--- src/ucw_pkg.sv ---
// Constants and types of the wake, card retry and driver-enable control.
// Assumes one 200 MHz clock shared by APB and the serial core.
// Contract
// - Third control register sits at 0x08 and resets to all zeros.
// - Wake interrupt enable bit 22 gates the deep-sleep wake interrupt.
// - Wake select 00 address match, 10 start bit, 11 buffer full; 01 reserved.
// - Wake select, polarity and mode writes ignored while unit enabled.
// - In card mode, bits 19:17 give retry count for transmit and receive.
// - Card transmit raises frame error only after retries are used up.
// - Card receive raises buffer full and parity error after count reached.
// - Retry count zero means no automatic retransmission.
// - While enabled only zero may be written to retry count; stops retries.
// - Driver enable active high when bit 15 is 0, low when 1.
// - Bit 14 routes driver enable onto the RTS pin.
// - Second unit treats wake enable, wake select and retry count as reserved.
// - Address wake compares 4 bits when match mode 0, full width when 1.
package ucw_pkg;
	// ****************************************
	// Register map
	// ****************************************
	localparam logic [7:0] UCW_OFF_CTL = 8'h00;
	localparam logic [7:0] UCW_OFF_CTL3 = 8'h08;
	localparam logic [7:0] UCW_OFF_STS = 8'h1c;
	localparam logic [7:0] UCW_OFF_MSK = 8'h20;
	localparam logic [31:0] UCW_RST_CTL = 32'h0000_0000;
	localparam logic [31:0] UCW_RST_CTL3 = 32'h0000_0000;
	localparam logic [3:0] UCW_RST_STS = 4'h0;
	localparam logic [3:0] UCW_RST_MSK = 4'h0;
	localparam int UCW_B_ON = 0;
	localparam int UCW_B_CARD = 1;
	localparam int UCW_B_ADDRESS_MATCH_MODE = 4;
	localparam int UCW_B_NODE = 24;
	localparam int UCW_B_WIE = 22;
	localparam int UCW_B_WSEL = 20;
	localparam int UCW_B_RTY = 17;
	localparam int UCW_B_DEP = 15;
	localparam int UCW_B_DEM = 14;
	localparam logic [31:0] UCW_CTL3_KEEP = 32'h007e_ffff;
	localparam logic [31:0] UCW_CTL_KEEP = 32'hff00_0013;
	localparam int UCW_S_WAKE = 0;
	localparam int UCW_S_FRAME_ERROR_FLAG = 1;
	localparam int UCW_S_PARITY_ERROR_FLAG = 2;
	localparam int UCW_S_RBF = 3;
	localparam logic [1:0] UCW_WAKE_ADDR = 2'h0;
	localparam logic [1:0] UCW_WAKE_START = 2'h2;
	localparam logic [1:0] UCW_WAKE_RBF = 2'h3;
	// ****************************************
	// Timing
	// ****************************************
	localparam int UCW_CLK_NS = 5;
	localparam int UCW_DE_LEAD_NS = 10;
	localparam int UCW_DE_LEAD_CYC = (UCW_DE_LEAD_NS + UCW_CLK_NS - 1)
		/ UCW_CLK_NS;
	typedef enum logic [1:0] {
		UCW_DE_IDLE = 2'b00,
		UCW_DE_LEAD = 2'b01,
		UCW_DE_SEND = 2'b11
	} ucw_de_state_type;
	typedef struct packed {
		logic start_bit;
		logic addr_valid;
		logic [7:0] addr_byte;
		logic rx_done;
		logic rx_parity_bad;
		logic tx_done;
		logic tx_nack;
	} ucw_core_ev_type;
endpackage

--- src/ucw_retry.sv ---
// Smartcard retry counter for one direction.
// Assumes attempt results arrive as single-cycle pulses on clk.
`timescale 1ns/10ps
module ucw_retry import ucw_pkg::*; #(
	parameter int CNT_W = 3
) (
	// Clock and reset
	input wire logic clk,
	input wire logic nrst,
	// Attempt results
	input wire logic [CNT_W-1:0] limit,
	input wire logic attempt_ok,
	input wire logic attempt_bad,
	// Decision
	output logic retry,
	output logic give_up
);
	logic [CNT_W-1:0] cnt_reg;
	logic [CNT_W-1:0] cnt_next;
	wire logic spare = cnt_reg < limit;
	// Limit zero gives up on the first failure
	assign retry = attempt_bad && spare;
	assign give_up = attempt_bad && !spare;
	assign cnt_next = (attempt_ok || give_up) ? '0 :
		retry ? cnt_reg + 1'b1 : cnt_reg;
	always_ff @(posedge clk or negedge nrst) begin
		if (!nrst)
			cnt_reg <= '0;
		else
			cnt_reg <= cnt_next;
	end
endmodule

--- src/ucw_de.sv ---
// Driver-enable sequencer: leads the first bit and trails the last stop bit.
// Assumes the core holds tx_req until tx_go and tx_busy to the last stop bit.
`timescale 1ns/10ps
module ucw_de import ucw_pkg::*; (
	// Clock and reset
	input wire logic clk,
	input wire logic nrst,
	// Core side
	input wire logic enable,
	input wire logic tx_req,
	input wire logic tx_busy,
	// Results
	output logic tx_go,
	output logic de_on
);
	ucw_de_state_type st_reg;
	ucw_de_state_type st_next;
	logic [1:0] lead_reg;
	// Count is zero in the first lead cycle, so the last one is CYC-1
	wire logic lead_done = lead_reg == 2'(UCW_DE_LEAD_CYC - 1);
	// Without the mode the core starts at once; no lead time is spent
	assign tx_go = enable ? (st_reg == UCW_DE_SEND && tx_req) : tx_req;
	assign de_on = st_reg != UCW_DE_IDLE;
	always_comb begin
		st_next = st_reg;
		unique case (st_reg)
			UCW_DE_IDLE: if (enable && tx_req) st_next = UCW_DE_LEAD;
			UCW_DE_LEAD: if (lead_done) st_next = UCW_DE_SEND;
			UCW_DE_SEND: if (!tx_req && !tx_busy) st_next = UCW_DE_IDLE;
			default: st_next = UCW_DE_IDLE;
		endcase
	end
	always_ff @(posedge clk or negedge nrst) begin
		if (!nrst) begin
			st_reg <= UCW_DE_IDLE;
			lead_reg <= 2'h0;
		end else begin
			st_reg <= st_next;
			lead_reg <= (st_reg == UCW_DE_LEAD) ? lead_reg + 2'h1 : 2'h0;
		end
	end
endmodule

--- src/ucw_ctrl.sv ---
// Top of the wake, card retry and driver-enable control of a serial unit.
// Assumes an APB master on clk and core event pulses on the same clock.
//
// The APB interface to the registers was left to the implementer.
`timescale 1ns/10ps
module ucw_ctrl import ucw_pkg::*; #(
	parameter bit SECOND_UNIT = 1'b0,
	parameter int ADDR_W = 8
) (
	// Clock and reset
	input wire logic clk,
	input wire logic nrst,
	// APB slave
	input wire logic psel,
	input wire logic penable,
	input wire logic pwrite,
	input wire logic [7:0] paddr,
	input wire logic [31:0] pwdata,
	output logic [31:0] prdata,
	output logic pready,
	output logic pslverr,
	// Serial core events
	input wire ucw_core_ev_type ev,
	input wire logic deep_sleep,
	input wire logic tx_req,
	input wire logic tx_busy,
	input wire logic rts_flow,
	// Serial core commands
	output logic tx_go,
	output logic tx_retry,
	output logic rx_nack,
	// Pins and interrupts
	output logic driver_enable_out,
	output logic rts_pin,
	output logic wake_irq,
	output logic irq
);
	// ****************************************
	// Bus decode
	// ****************************************
	logic [31:0] ctl_reg;
	logic [31:0] ctl3_reg;
	logic [3:0] sts_reg;
	logic [3:0] msk_reg;
	logic [31:0] rdata_reg;
	logic err_reg;
	logic [31:0] ctl3_next;
	logic [3:0] sts_next;
	logic [31:0] rd_mux;
	logic de_level_reg;
	logic rts_reg;
	logic rbf_set;
	wire logic hit_ctl = paddr == UCW_OFF_CTL;
	wire logic hit_ctl3 = paddr == UCW_OFF_CTL3;
	wire logic hit_sts = paddr == UCW_OFF_STS;
	wire logic hit_msk = paddr == UCW_OFF_MSK;
	wire logic mapped = hit_ctl | hit_ctl3 | hit_sts | hit_msk;
	wire logic setup = psel && !penable;
	wire logic access = psel && penable;
	wire logic wr = access && pwrite && mapped;
	wire logic rd_sts = access && !pwrite && hit_sts;
	assign pready = 1'b1;
	assign prdata = rdata_reg;
	assign pslverr = err_reg && access;
	assign rd_mux = hit_ctl ? ctl_reg :
		hit_ctl3 ? ctl3_reg :
		hit_sts ? {28'h0, sts_reg} :
		hit_msk ? {28'h0, msk_reg} : 32'h0;

	// ****************************************
	// Control fields
	// ****************************************
	wire logic unit_on = ctl_reg[UCW_B_ON];
	wire logic card_mode = ctl_reg[UCW_B_CARD];
	wire logic address_match_mode = ctl_reg[UCW_B_ADDRESS_MATCH_MODE];
	wire logic [ADDR_W-1:0] node_addr = ctl_reg[UCW_B_NODE +: ADDR_W];
	wire logic wake_irq_en = ctl3_reg[UCW_B_WIE];
	wire logic [1:0] wake_event_sel = ctl3_reg[UCW_B_WSEL +: 2];
	wire logic [2:0] card_retry_count = ctl3_reg[UCW_B_RTY +: 3];
	wire logic drv_en_polarity = ctl3_reg[UCW_B_DEP];
	wire logic drv_en_mode = ctl3_reg[UCW_B_DEM];
	wire logic [2:0] new_retry = pwdata[UCW_B_RTY +: 3];

	// ****************************************
	// Write masking of the third control register
	// ****************************************
	// Bits under lock keep their value while the unit runs
	wire logic wr3 = wr && hit_ctl3;
	wire logic wie_ok = wr3 && !SECOND_UNIT;
	wire logic wsel_ok = wr3 && !SECOND_UNIT && !unit_on;
	// A running unit only takes zero, which stops retransmission
	wire logic rty_ok = wr3 && !SECOND_UNIT
		&& (!unit_on || new_retry == 3'h0);
	wire logic de_ok = wr3 && !unit_on;
	always_comb begin
		ctl3_next = ctl3_reg;
		if (wr3)
			ctl3_next[13:0] = pwdata[13:0];
		if (wie_ok)
			ctl3_next[UCW_B_WIE] = pwdata[UCW_B_WIE];
		if (wsel_ok)
			ctl3_next[UCW_B_WSEL +: 2] = pwdata[UCW_B_WSEL +: 2];
		if (rty_ok)
			ctl3_next[UCW_B_RTY +: 3] = new_retry;
		if (de_ok) begin
			ctl3_next[UCW_B_DEP] = pwdata[UCW_B_DEP];
			ctl3_next[UCW_B_DEM] = pwdata[UCW_B_DEM];
		end
		// Reserved bits stay zero whatever software writes
		ctl3_next = ctl3_next & UCW_CTL3_KEEP;
	end

	// ****************************************
	// Register file
	// ****************************************
	always_ff @(posedge clk or negedge nrst) begin
		if (!nrst) begin
			ctl_reg <= UCW_RST_CTL;
			ctl3_reg <= UCW_RST_CTL3;
			msk_reg <= UCW_RST_MSK;
			rdata_reg <= 32'h0;
			err_reg <= 1'b0;
		end else begin
			if (wr && hit_ctl)
				ctl_reg <= pwdata & UCW_CTL_KEEP;
			ctl3_reg <= ctl3_next;
			if (wr && hit_msk)
				msk_reg <= pwdata[3:0];
			if (setup)
				rdata_reg <= pwrite ? 32'h0 : rd_mux;
			if (setup)
				err_reg <= !mapped;
		end
	end

	// ****************************************
	// Wake event
	// ****************************************
	// Four-bit compare looks at the low nibble only
	wire logic addr_hit = address_match_mode ?
		(ev.addr_byte[ADDR_W-1:0] == node_addr) :
		(ev.addr_byte[3:0] == node_addr[3:0]);
	wire logic ev_addr = ev.addr_valid && addr_hit;
	// Code 01 selects nothing, so no wake comes from it
	wire logic wake_ev = deep_sleep && !SECOND_UNIT && (
		(wake_event_sel == UCW_WAKE_ADDR && ev_addr) ||
		(wake_event_sel == UCW_WAKE_START && ev.start_bit) ||
		(wake_event_sel == UCW_WAKE_RBF && rbf_set));

	// ****************************************
	// Smartcard retries
	// ****************************************
	logic tx_give_up;
	logic rx_give_up;
	logic rx_retry;
	wire logic card = card_mode && !SECOND_UNIT;
	wire logic [2:0] eff_retry = card ? card_retry_count : 3'h0;
	ucw_retry #(
		.CNT_W(3)
	) u_tx_retry (
		.clk(clk),
		.nrst(nrst),
		.limit(eff_retry),
		.attempt_ok(ev.tx_done),
		.attempt_bad(card && ev.tx_nack),
		.retry(tx_retry),
		.give_up(tx_give_up)
	);
	ucw_retry #(
		.CNT_W(3)
	) u_rx_retry (
		.clk(clk),
		.nrst(nrst),
		.limit(eff_retry),
		.attempt_ok(ev.rx_done && !ev.rx_parity_bad),
		.attempt_bad(card && ev.rx_done && ev.rx_parity_bad),
		.retry(rx_retry),
		.give_up(rx_give_up)
	);
	assign rx_nack = rx_retry;
	// Outside card mode every frame lands; in it only good or final ones
	assign rbf_set = card ? (rx_give_up ||
		(ev.rx_done && !ev.rx_parity_bad)) : ev.rx_done;
	wire logic parity_error_flag_set = card ? rx_give_up :
		(ev.rx_done && ev.rx_parity_bad);
	wire logic frame_error_flag_set = tx_give_up;

	// ****************************************
	// Sticky status, cleared by reading it
	// ****************************************
	wire logic [3:0] sts_set = {rbf_set, parity_error_flag_set, frame_error_flag_set, wake_ev};
	// A set in the clearing cycle survives the read
	assign sts_next = (rd_sts ? 4'h0 : sts_reg) | sts_set;
	always_ff @(posedge clk or negedge nrst) begin
		if (!nrst)
			sts_reg <= UCW_RST_STS;
		else
			sts_reg <= sts_next;
	end
	wire logic wake_flag = sts_reg[UCW_S_WAKE];
	wire logic [3:0] irq_gate = {3'h7, wake_irq_en};
	assign wake_irq = wake_flag && wake_irq_en;
	assign irq = |(sts_reg & msk_reg & irq_gate);

	// ****************************************
	// Driver enable
	// ****************************************
	logic de_on;
	ucw_de u_de (
		.clk(clk),
		.nrst(nrst),
		.enable(drv_en_mode),
		.tx_req(tx_req),
		.tx_busy(tx_busy),
		.tx_go(tx_go),
		.de_on(de_on)
	);
	// Idle level follows polarity even with the mode off
	wire logic de_level = (drv_en_mode && de_on) ^ drv_en_polarity;
	wire logic rts_next = drv_en_mode ? de_level : rts_flow;
	always_ff @(posedge clk or negedge nrst) begin
		if (!nrst) begin
			de_level_reg <= 1'b0;
			rts_reg <= 1'b0;
		end else begin
			de_level_reg <= de_level;
			rts_reg <= rts_next;
		end
	end
	assign driver_enable_out = de_level_reg;
	assign rts_pin = rts_reg;
endmodule

--- config.mk ---
export PLATFORM = sky130hd
export DESIGN_NAME = ucw_ctrl
export DESIGN_NICKNAME = d
export VERILOG_FILES = /design/src/ucw_pkg.sv /design/src/ucw_retry.sv /design/src/ucw_de.sv /design/src/ucw_ctrl.sv
export SDC_FILE = /design/constraint.sdc
export NUM_CORES = 1
export LEC_CHECK = 0
export BUFFER_PORTS_ARGS = -buffer_cell sky130_fd_sc_hd__buf_2
export CORE_UTILIZATION = 50
export DETAILED_ROUTE_END_ITERATION = 8
export PLACE_DENSITY = 0.77
export SYNTH_ARGS = -nofsm -noshare
export SYNTH_HDL_FRONTEND = slang
export SYNTH_HIERARCHICAL = 1
export SYNTH_SLANG_ARGS = --single-unit
--- constraint.sdc ---
create_clock -name clk -period 3.55 [get_ports clk]
set_input_delay 1.065 -clock clk [delete_from_list [all_inputs] [get_ports clk]]
set_output_delay 1.065 -clock clk [all_outputs]
set_load 0.02 [all_outputs]
# Word-level counts from Yosys, hierarchy flattened

Index checks and enable logic that the tools add are counted.

Bits in registers: 86
Input bits: 63
Word-level logic and storage cells: 114
Output and inout port bits: 41

Bitwise logic cells: 7
Muxes and demuxes: 21
Reduce and logical (&&, ||, !) cells: 54
$lt $le $gt $ge: 2
Add/sub/neg operators: 3
Eq/ne operators: 13

Operators with widths:

| cell                  | number |
|---|---|
| $mux W32              | 2 |
| $logic_and A1 B1 Y1   | 31 |
| $mux W23              | 1 |
| $mux W3               | 5 |
| $mux W4               | 3 |
| $logic_not A1 Y1      | 9 |
| $and A4 B4 Y4         | 2 |
| $eq A8 B4 Y1 const B  | 1 |
| $eq A8 B5 Y1 const B  | 1 |
| $eq A8 B6 Y1 const B  | 1 |
| $eq A8 B8 Y1          | 1 |
| $logic_not A8 Y1      | 1 |
| $mux W2               | 4 |
| $add A3 B1 Y3 const B | 2 |
| $eq A2 B2 Y1 const B  | 3 |
| $lt A3 B3 Y1          | 2 |
| $pmux W2 S3           | 1 |
| $reduce_bool A2 Y1    | 3 |
| $logic_or A1 B1 Y1    | 5 |
| $mux W1               | 5 |
| $eq A2 B1 Y1 const B  | 2 |
| $eq A4 B4 Y1          | 1 |
| $logic_not A2 Y1      | 2 |
| $ne A2 B1 Y1 const B  | 2 |
| 8 further kinds       | 10 |

# Longest topological paths before layout

Gate-level depths: netlist of the first run.

Depth in word-level cells: 10
Depth in mapped cells: 10
Gate-level depth less buffers: 9

# Cells and area by module

The synthesis of the first run kept the hierarchy.

Modules (own cells, without submodules):

| module    | instances | sequential area each (µm²) | area an instance (µm²) | cells an instance |
|---|---|---|---|---|
| ucw_ctrl  | 1         | 1,851.8                    | 3,255.6                | 247 |
| ucw_retry | 2         | 75.1                       | 225.2                  | 27 |
| ucw_de    | 1         | 100.1                      | 177.7                  | 18 |

# Worst setup path after synthesis of the first run

Ideal clock, no wire load.

Path type: in2out
Start: in ev[3] (netlist name)
End: out rx_nack
Path slack: 0.853 ns
Stages: 3
Buffers on the path: 0
Arrival time: 1.632 ns
Cells stage by stage: and3_1 > inv_2 > nor2_1

Longest elaborated chain between the ends: 3

Ends and longest elaborated chain:

| item                             | line            | source |
|---|---|---|
| start: declaration               | ucw_ctrl.sv:23  | `input wire ucw_core_ev_type ev,` |
| $logic_and A1 B1 Y1 (2 in a row) | ucw_ctrl.sv:176 | `.attempt_bad(card && ev.rx_done && ev.rx_parity_bad),` |
| $logic_and A1 B1 Y1              | ucw_retry.sv:22 | `assign retry = attempt_bad && spare;` |
| end: declaration                 | ucw_ctrl.sv:31  | `output logic rx_nack,` |

No other way between the ends.

# Worst setup path after layout of the first run

Start: reg ctl_reg[1]
End: out rx_nack

Longest elaborated chain between the ends: 3

Ends and longest elaborated chain:

| item                     | line            | source |
|---|---|---|
| start: declaration       | ucw_ctrl.sv:41  | `logic [31:0] ctl_reg;` |
| start signal: assignment | ucw_ctrl.sv:125 | `ctl_reg <= pwdata & UCW_CTL_KEEP;` |
| $mux W3                  | ucw_ctrl.sv:157 | `wire logic [2:0] eff_retry = card ? card_retry_count : 3'h0;` |
| net eff_retry[2]         | ucw_ctrl.sv:157 |  |
| $lt A3 B3 Y1             | ucw_retry.sv:20 | `wire logic spare = cnt_reg < limit;` |
| $logic_and A1 B1 Y1      | ucw_retry.sv:22 |  |

The timed path passes the listed nets, and every way through them passes these cells.

==> qor.yml, run 1 <==
place:
  io_buffers: 98
  routabilityCongestion: 0.816
  dp_hpwl_um: 5830
  place_area_mm2: 0.00445
  dp_cells: 506
  dp_worst_setup_slack_ps: 711
power:
  swShare_pct: 22.9
  p_int_mw: 1.49
  peakVddDrop_v: 0.000302
  pwr-share-comb_pct: 8.8
  clockPowerShare_pct: 38.6
  p_seq_share_pct: 52.6
  powerDensity_mw_per_mm2: 415
  p_sw_mw: 0.444
  leakagePower_nw: 2.41
synthesis:
  synthCells: 319
  yosysWarnings: 6
  syn_area_mm2: 0.00388
  async_flop_share_pct: 100
  synth_edf_count: 0
  syn_avg_cell_area_um2: 12.2
  synth_cell_type_count: 51
  ys_ff_latch: 84
  ys_seq_area_share_pct: 54.1
  yosys_most_used_dff: "dfrtp_1"
floorplanning:
  die_area_mm2: 0.00812
  fp.dieW_um: 90.1
  num_rows: 31
  coreArea_mm2: 0.00737
  boundaryPins: 104
  start_util_pct: 52.7
  fp.dieH_um: 90.1
route:
  drtIter0Drc: 91
  ant_nets: 0
  dr.pass1.iters: 4
  drt-total-wl_um: 8250
  drc: 0
  viasPerCell: 5.49
  num_vias: 2860
  wl_per_cell_um: 15.8
clock_tree:
  tritoncts: "built"
  cts_sinks: 84
  post_cts_resized: 0
  post_cts_buffers: 0
  hold_buffers: 0
  clock_path_buffers: 2
  htree_levels: 3
  cts-buffers-inserted: 9
  clock-root-buffer: "clkbuf_8"
  clkTransAtPathRegs_ps: 80
  clk_latency_ps: 340
sta:
  worst_slew_pin_slew_ps: 1030
  setup_tns_ps: 0
  clock_skew_ps: 12.1
  worst_hold_slack_ps: 440
  period_share_pct: 86.9
  min_period_ps: 3090
  hold_viol: 0
  setup_viol: 0
  fin_ws_ps: 464
  fmax_mhz: 324
  rsz0062_at_grt: "no"
  max-slew-margin-rel_pct: 31.6
  maxSlewViolCount: 0
finish:
  final_nets: 488
  fin_area_mm2: 0.00467
  final_cells: 521
  areaGrowthSynthToFinish_pct: 20.3
  drive_above_1_share_pct: 39.8
  filler_cell_count: 627
  diodes: 0
  largest_register_ffs: 30
global_routing:
  grtUsageTotal_pct: 21.7
  grt_pass1_vias: 2940
  grt_antenna_before_repair: 0
  grt_pass1_wl_um: 14000
  grt-ovfl-total: 0
  grt_max_degree: 85
min_path:
  min_path_type: "flip-flop to flip-flop"
  hold_depth: 1
critical_path:
  critical_path_class: "flip-flop to output port"
  crit_path_max_fanout: 11
  ff2ff_path_depth: 9
  endpoint_kind: "output port"
  crit_arrival_ps: 2020
  required_ps: 2480
  critPathLaunchType: "flip-flop"
outcome:
  status: "complete, no violations"
flow_run:
  cap_violations: 0
[per-layer routing]
layer	routed length, um	part of all wire, %	track usage (%)
met2	3870	47	34.9
met5	0	0	0
met1	3640	44	27.4
met3	580	7.0	6.18
met4	159	1.9	9.14
[path summary, 6_finish.rpt]
check / from / endpoint / slack, ps
hold / removal: u_de/lead_reg[0] / u_de/lead_reg[0] / 440
setup reg to reg: ctl_reg[1] / sts_reg[0] / 1260
max in group asynchronous: nrst / ctl3_reg[8] / 2000
hold reg to reg: u_de/lead_reg[0] / u_de/lead_reg[0] / 440
min in group asynchronous: nrst / prdata[29] / 900
setup / recovery: ctl_reg[1] / rx_nack / 460
[layout make-up]
type,count,area (um^2),area share (%)
clock buffer,11,151,3.24
tap,99,124,2.65
sequential,84,2100,45.0
clock inverter,4,72.6,1.55
inverter,10,37.5,0.804
multi-input combinational,212,1670,35.7
timing repair buffer,101,515,11.0
[Yosys cell counts (4+ instances only)]
cell,instances,area share [%]
buf_4,4,0.77
dfrtp_1,84,54
clkbuf_1,5,0.48
buf_2,4,0.52
nand2_1,26,2.5
a22oi_1,4,0.77
inv_1,8,0.77
nor2_1,14,1.4
o31ai_1,5,0.97
a21o_1,4,0.77
and2_1,6,0.97
and3_1,5,0.81
a21oi_1,7,0.90
mux2_2,35,10
nor2b_1,6,0.97
a22o_1,26,5.9
xor2_1,7,1.6
or3_1,4,0.64
o21ai_0,6,0.77
ha_1,7,2.3
[power by group through the flow]
stage                     clock, mW  combinational [mW]  sequential [mW]
final                         0.748               0.170             1.02
after global routing          0.809               0.192             1.03
after CTS                     0.770               0.172             1.02
after detailed placement          0               0.173             1.04
after global placement            0               0.165             1.04
after floorplan                   0              0.0917             1.03
[critical path, stage by stage, from the launching register on]
cell and delay (ps):
dfrtp_1 520, and2_1 200, inv_1 50, ha_1 300, a21oi_1 130, o21ai_1 160, nor2_1 140, buf_2 180
[placed cells by master (no fill, tap or decap), drive strengths merged, types with 3 or more instances in the layout]
| cell type | instances |
|---|---|
| o31a | 3 |
| or3 | 4 |
| o31ai | 5 |
| conb | 3 |
| and2 | 9 |
| o21a | 3 |
| o21ai | 8 |
| nand3b | 3 |
| inv | 10 |
| nand2 | 26 |
| nor3 | 4 |
| xor2 | 7 |
| a22o | 26 |
| ha | 7 |
| dfrtp | 84 |
| a21oi | 7 |
| a21o | 4 |
| o32a | 3 |
| clkbuf | 11 |
| buf | 101 |
| a22oi | 4 |
| and3 | 5 |
| mux2 | 35 |
| nor2b | 6 |
| nor2 | 16 |
| o22ai | 3 |
[per-stage QoR]
stage                     utilization (%)  total power [mW]
after detailed placement             60.3              1.21
final                                63.4              1.94
after global routing                 63.4              2.03
after floorplan                         -              1.12
after CTS                            63.4              1.96
after global placement               60.3              1.20
[kinds of logic (layout without fill, tap and decap cells)]
kind of cell | after synthesis | count (layout) | synth area share [%]
flip-flops | 84 | 84 | 54.1
AND/OR/NAND/NOR | 82 | 82 | 12.8
AO/OA/AOI/OAI | 75 | 75 | 15.2
multiplexers | 36 | 36 | 10.4
buffers and inverters | 24 | 126 | 3.03
XOR/XNOR | 9 | 9 | 2.03
adder cells (fa/ha/maj) | 7 | 7 | 2.26
other | 2 | 3 | 0.193
Note: power is estimated with default switching activity, not from simulation.
==> run 2, diff against run 1 <==
Settings changed: CTS_CLUSTER_DIAMETER set to 30, MAX_ROUTING_LAYER set to met4.
==> run 2 against run 1 <==
Against the previous run:
- core utilization is the same
- non-clock buffer count unchanged
- sequential share of layout area unchanged
- clock power barely moved
- fmax decreased by 0.12%
- final cell count did not move
- critical endpoint unchanged
- hold slack about the same
- largest cell class unchanged
- via count is 0.35% higher
- global-route usage grew 0.66 points
==> qor.yml, run 2 (synthesized netlist as in run 1, its figures left out) <==
finish:
  diodes: 0  # unchanged
  final_nets: 488  # unchanged
  filler_cell_count: 627  # unchanged
  fin_area_mm2: 0.00467  # unchanged
  drive_above_1_share_pct: 39.8  # unchanged
  final_common_cell: "buf_2"
  final_cell_mix: "97 x buf_2, 84 x dfrtp_1, 35 x mux2_2"
  areaGrowthSynthToFinish_pct: 20.3  # unchanged
  largest_register_ffs: 30  # unchanged
power:
  swShare_pct: 22.9  # about the same
  peakVddDrop_v: 0.000302  # about the same
  powerDensity_mw_per_mm2: 415  # about the same
  pwr-share-comb_pct: 8.8  # about the same
  p_seq_share_pct: 52.6  # about the same
  p_int_mw: 1.49  # about the same
  clockPowerShare_pct: 38.6  # about the same
  leakagePower_nw: 2.41  # unchanged
  p_sw_mw: 0.444  # about the same
route:
  ant_nets: 0  # unchanged
  drtIter0Drc: 106  # +16%
  wl_per_cell_um: 15.8  # -0.11%
  num_vias: 2870  # +0.35%
  drc: 0  # unchanged
  dr.pass1.iters: 4  # unchanged
  drt-total-wl_um: 8240  # -0.11%
  viasPerCell: 5.51  # +0.35%
sta:
  maxSlewViolCount: 0  # unchanged
  max-slew-margin-rel_pct: 31.5  # -0.071 points
  worst_hold_slack_ps: 440  # +0.0240 ps
  clock_skew_ps: 11.9  # -0.203 ps
  min_period_ps: 3090  # +3.61 ps
  setup_tns_ps: 0  # unchanged
  fmax_mhz: 324  # -0.12%
  setup_viol: 0  # unchanged
  hold_viol: 0  # unchanged
  worst_slew_pin_slew_ps: 1030  # +1.06 ps
  rsz0062_at_grt: "no"
  period_share_pct: 87.0  # +0.10 points
floorplanning:
  fp.dieW_um: 90.1  # unchanged
  start_util_pct: 52.7  # unchanged
  boundaryPins: 104  # unchanged
  coreArea_mm2: 0.00737  # unchanged
  die_area_mm2: 0.00812  # unchanged
  num_rows: 31  # unchanged
  fp.dieH_um: 90.1  # unchanged
critical_path:
  critical_path_class: "flip-flop to output port"
  critPathLaunchType: "flip-flop"
  cp_cell_sequence: "and2_1 -> inv_1 -> ha_1 -> a21oi_1 -> o21ai_1 -> nor2_1 -> buf_2"
  critical_path.max_stage_delay_ps: 520  # about the same
  endpoint_kind: "output port"
  crit_arrival_ps: 2020  # about the same
  crit_path_max_fanout: 11  # unchanged
  reg2reg_setup_slack_ps: 1260  # about the same
  required_ps: 2480  # about the same
  critical_path.slowest_cell: "dfrtp_1"
outcome:
  status: "complete, no violations"
global_routing:
  grt_pass1_wl_um: 14000  # +0.10%
  grt_pass1_vias: 2941  # +0.034%
  grt-ovfl-total: 0  # unchanged
  grt_antenna_before_repair: 0  # unchanged
  grtUsageTotal_pct: 22.3  # +0.66 points
  grt_max_degree: 85  # unchanged
place:
  place_area_mm2: 0.00445  # unchanged
  io_buffers: 98  # unchanged
  routabilityCongestion: 0.828  # +1.5%
  dp_hpwl_um: 5830  # unchanged
clock_tree:
  tritoncts: "built"
  clkTransAtPathRegs_ps: 80  # about the same
  clock_path_buffers: 2  # unchanged
  post_cts_buffers: 0  # unchanged
  clk_latency_ps: 350  # about the same
  hold_buffers: 0  # unchanged
  htree_levels: 3  # unchanged
  post_cts_resized: 0  # unchanged
  cts_sinks: 84  # unchanged
  cts-buffers-inserted: 9  # unchanged
  clock-root-buffer: "clkbuf_8"
flow_run:
  cap_violations: 0  # unchanged
min_path:
  min_path_type: "flip-flop to flip-flop"
## run 2: cell counts in the layout (fill, tap and decap cells not counted)
No cell type changed its count.
## run 2: critical path, delay by kind of cell, from the launching register on
kind / cells / cell delay (ps)
flip-flops: 1 / 520
AND/OR/NAND/NOR: 2 / 340
adder cells (fa/ha/maj): 1 / 300
AO/OA/AOI/OAI: 2 / 290
buffers and inverters: 2 / 230
## run 2: final cells by class
class                           count  area, um^2  share of cell area (%)
Multi-Input combinational cell    212        1670                    35.7
Clock inverter                      4        72.6                    1.55
Sequential cell                    84        2100                    45.0
Timing Repair Buffer              101         515                    11.0
Clock buffer                       11         151                    3.24
Tap cell                           99         124                    2.65
Inverter                           10        37.5                   0.804
## run 2: metrics by stage
step                worst slack [ps]  util (%)  instances  total power [mW]
floorplan                        853         -        320              1.12
CTS                              442      63.4        521              1.96
finish                           461      63.4        521              1.94
detailed placement               711      60.3        506              1.21
global route                     234      63.4        521              2.03
global placement                 729      60.3        506              1.20
## run 2: path summary, 6_finish.rpt
| check | from | to | cells past startpoint |
|---|---|---|---|
| worst max-delay path | ctl_reg[1] | rx_nack | 7 |
| worst min-delay path | u_de/lead_reg[0] | u_de/lead_reg[0] | 1 |
| worst max register to register | ctl_reg[1] | sts_reg[0] | 9 |
| worst min register to register | u_de/lead_reg[0] | u_de/lead_reg[0] | 1 |
| max in group asynchronous | nrst | ctl3_reg[8] | 1 |
| min in group asynchronous | nrst | prdata[29] | 1 |
## run 2: power groups by stage
stage	clock network [mW]	logic, mW	registers, mW
after floorplan	0	0.0917	1.03
after detailed placement	0	0.173	1.04
final	0.748	0.170	1.02
after CTS	0.770	0.172	1.02
after global routing	0.810	0.192	1.03
after global placement	0	0.165	1.04
## run 2: routing by layer
layer | vias to the layer above | GRT usage (%) | share of wire [%]
li1 | 1353 | - | -
met1 | 1394 | 28.1 | 45
met2 | 107 | 34.9 | 47
met3 | 16 | 5.25 | 6.3
met4 | 0 | 9.14 | 2.0
met5 | - | - | 0
==> run 3, diff against run 2 <==
Settings changed: CORE_UTILIZATION 50 to 45, PLACE_DENSITY 0.77 to 0.71.
==> run 3 against run 2 <==
Against the previous run:
- flip-flop and latch count stayed put
- count of clock-buffer cells in the layout grew 1
- fmax grew 0.14%
- clock power is 4.8% lower
- hold slack improved by 11 ps
- die area rose by 11%
- sequential share of layout area rose by 0.060 points
- non-clock buffer count is the same
- design area is 0.13% lower
- global-route usage shrank 1.7 points
- highest routed layer unchanged
- routed wire length up 0.17%
- critical path type unchanged
==> qor.yml, run 3 (synthesized netlist as in run 1, its figures left out) <==
global_routing:
  grt_pass1_wl_um: 13500  # -3.3%
  grt_antenna_before_repair: 0  # unchanged
  grt-ovfl-total: 0  # unchanged
  grt_pass1_vias: 2885  # -1.9%
  grt_max_degree: 85  # unchanged
  grtUsageTotal_pct: 20.7  # -1.7 points
clock_tree:
  clock-root-buffer: "clkbuf_8"
  htree_levels: 3  # unchanged
  cts-buffers-inserted: 9  # unchanged
  tritoncts: "built"
  clk_latency_ps: 340  # about the same
  post_cts_buffers: 0  # unchanged
  clock_path_buffers: 2  # unchanged
  clkTransAtPathRegs_ps: 80  # about the same
  hold_buffers: 0  # unchanged
  post_cts_resized: 0  # unchanged
  cts_sinks: 84  # unchanged
route:
  drtIter0Drc: 154  # +45%
  dr.pass1.iters: 4  # unchanged
  num_vias: 2856  # -0.49%
  drt-total-wl_um: 8260  # +0.17%
  wl_per_cell_um: 15.7  # -0.97%
  drc: 0  # unchanged
  viasPerCell: 5.42  # -1.6%
  ant_nets: 0  # unchanged
place:
  routabilityCongestion: 0.780  # -5.8%
  dp_hpwl_um: 5900  # +1.2%
  io_buffers: 98  # unchanged
sta:
  hold_viol: 0  # unchanged
  setup_tns_ps: 0  # unchanged
  clock_skew_ps: 11.7  # -0.196 ps
  max-slew-margin-rel_pct: 29.5  # -2.0 points
  rsz0062_at_grt: "no"
  worst_hold_slack_ps: 451  # +11.2 ps
  min_period_ps: 3080  # -4.28 ps
  worst_slew_pin_slew_ps: 1060  # +29.9 ps
  fmax_mhz: 324  # +0.14%
  setup_viol: 0  # unchanged
  period_share_pct: 86.9  # -0.12 points
  maxSlewViolCount: 0  # unchanged
floorplanning:
  coreArea_mm2: 0.00830  # +13%
  die_area_mm2: 0.00901  # +11%
  fp.dieH_um: 94.9  # +5.3%
  start_util_pct: 46.8  # -5.9 points
  num_rows: 33  # +6.5%
  fp.dieW_um: 94.9  # +5.3%
  boundaryPins: 104  # unchanged
min_path:
  min_path_type: "flip-flop to flip-flop"
finish:
  areaGrowthSynthToFinish_pct: 20.1
  final_nets: 488  # unchanged
  post-route-util_pct: 56.2  # -7.2 points
  largest_register_ffs: 30  # unchanged
  diodes: 0  # unchanged
  final_common_cell: "buf_2"
  drive_above_1_share_pct: 39.8  # unchanged
  final_cell_mix: "97 x buf_2, 84 x dfrtp_1, 35 x mux2_2"
critical_path:
  critPathLaunchType: "flip-flop"
  endpoint_kind: "output port"
  required_ps: 2480  # about the same
  reg2reg_setup_slack_ps: 1230  # -30 ps
  crit_arrival_ps: 2020  # about the same
  crit_path_max_fanout: 11  # unchanged
  critical_path_class: "flip-flop to output port"
power:
  peakVddDrop_v: 0.000275  # -8.8%
  leakagePower_nw: 2.40  # -0.44%
  powerDensity_mw_per_mm2: 408  # -1.7%
outcome:
  status: "complete, no violations"
flow_run:
  cap_violations: 0  # unchanged
==> run 3: cell types whose count changed in the layout (fill, tap and decap cells not counted), sizes merged <==
cell	previous run	this run
clkinv	1	0
bufinv	2	1
clkinvlp	1	2
clkbuf	11	12
==> run 3: worst max-delay path, stage by stage (launching register included) <==
cell and delay, ps:
dfrtp_1 530, and2_1 200, inv_1 50, ha_1 290, nand2_1 50, o21ai_1 320
nor2_1 80, buf_2 170
==> run 3: per-layer routing <==
metal  routed length (um)  track usage, %  vias to the layer above
li1                     -               -                     1348
met5                    0               -                        -
met3                  484            4.83                        9
met2                 3790            31.4                       89
met1                 3870            26.5                     1410
met4                  115            8.71                        0
==> run 3: path summary, 6_finish.rpt <==
kind,start,end,cells past startpoint
worst max-delay path,ctl_reg[1],rx_nack,7
worst min-delay path,u_de/lead_reg[0],u_de/lead_reg[0],1
worst max register to register,ctl_reg[1],sts_reg[0],9
worst min register to register,u_de/lead_reg[0],u_de/lead_reg[0],1
max in group asynchronous,nrst,ctl3_reg[5],1
min in group asynchronous,nrst,prdata[30],1
==> run 3: report_power, final <==
| part | switching, mW | total (mW) | leakage (nW) | internal (mW) |
|---|---|---|---|---|
| logic | 0.0972 | 0.171 | 1.15 | 0.0735 |
| registers | 0.0286 | 1.02 | 1.15 | 0.991 |
| clock network | 0.333 | 0.712 | 0.101 | 0.379 |
| total | 0.459 | 1.90 | 2.40 | 1.44 |
==> run 3: per-stage QoR <==
step / cell area [um^2] / cells / worst slack (ps) / power, mW
floorplan: 3890 / 320 / 853 / 1.12
global placement: 4450 / 512 / 750 / 1.20
detailed placement: 4450 / 512 / 728 / 1.21
CTS: 4660 / 527 / 433 / 1.93
global route: 4660 / 527 / 271 / 1.99
finish: 4660 / 527 / 465 / 1.90
==> run 3: area by class of cell <==
type | count | area, um^2
Clock inverter | 3 | 45.0
Sequential cell | 84 | 2100
Multi-Input combinational cell | 212 | 1670
Tap cell | 105 | 131
Clock buffer | 12 | 165
Timing Repair Buffer | 101 | 515
Inverter | 10 | 37.5
Fill cell | 728 | 3630
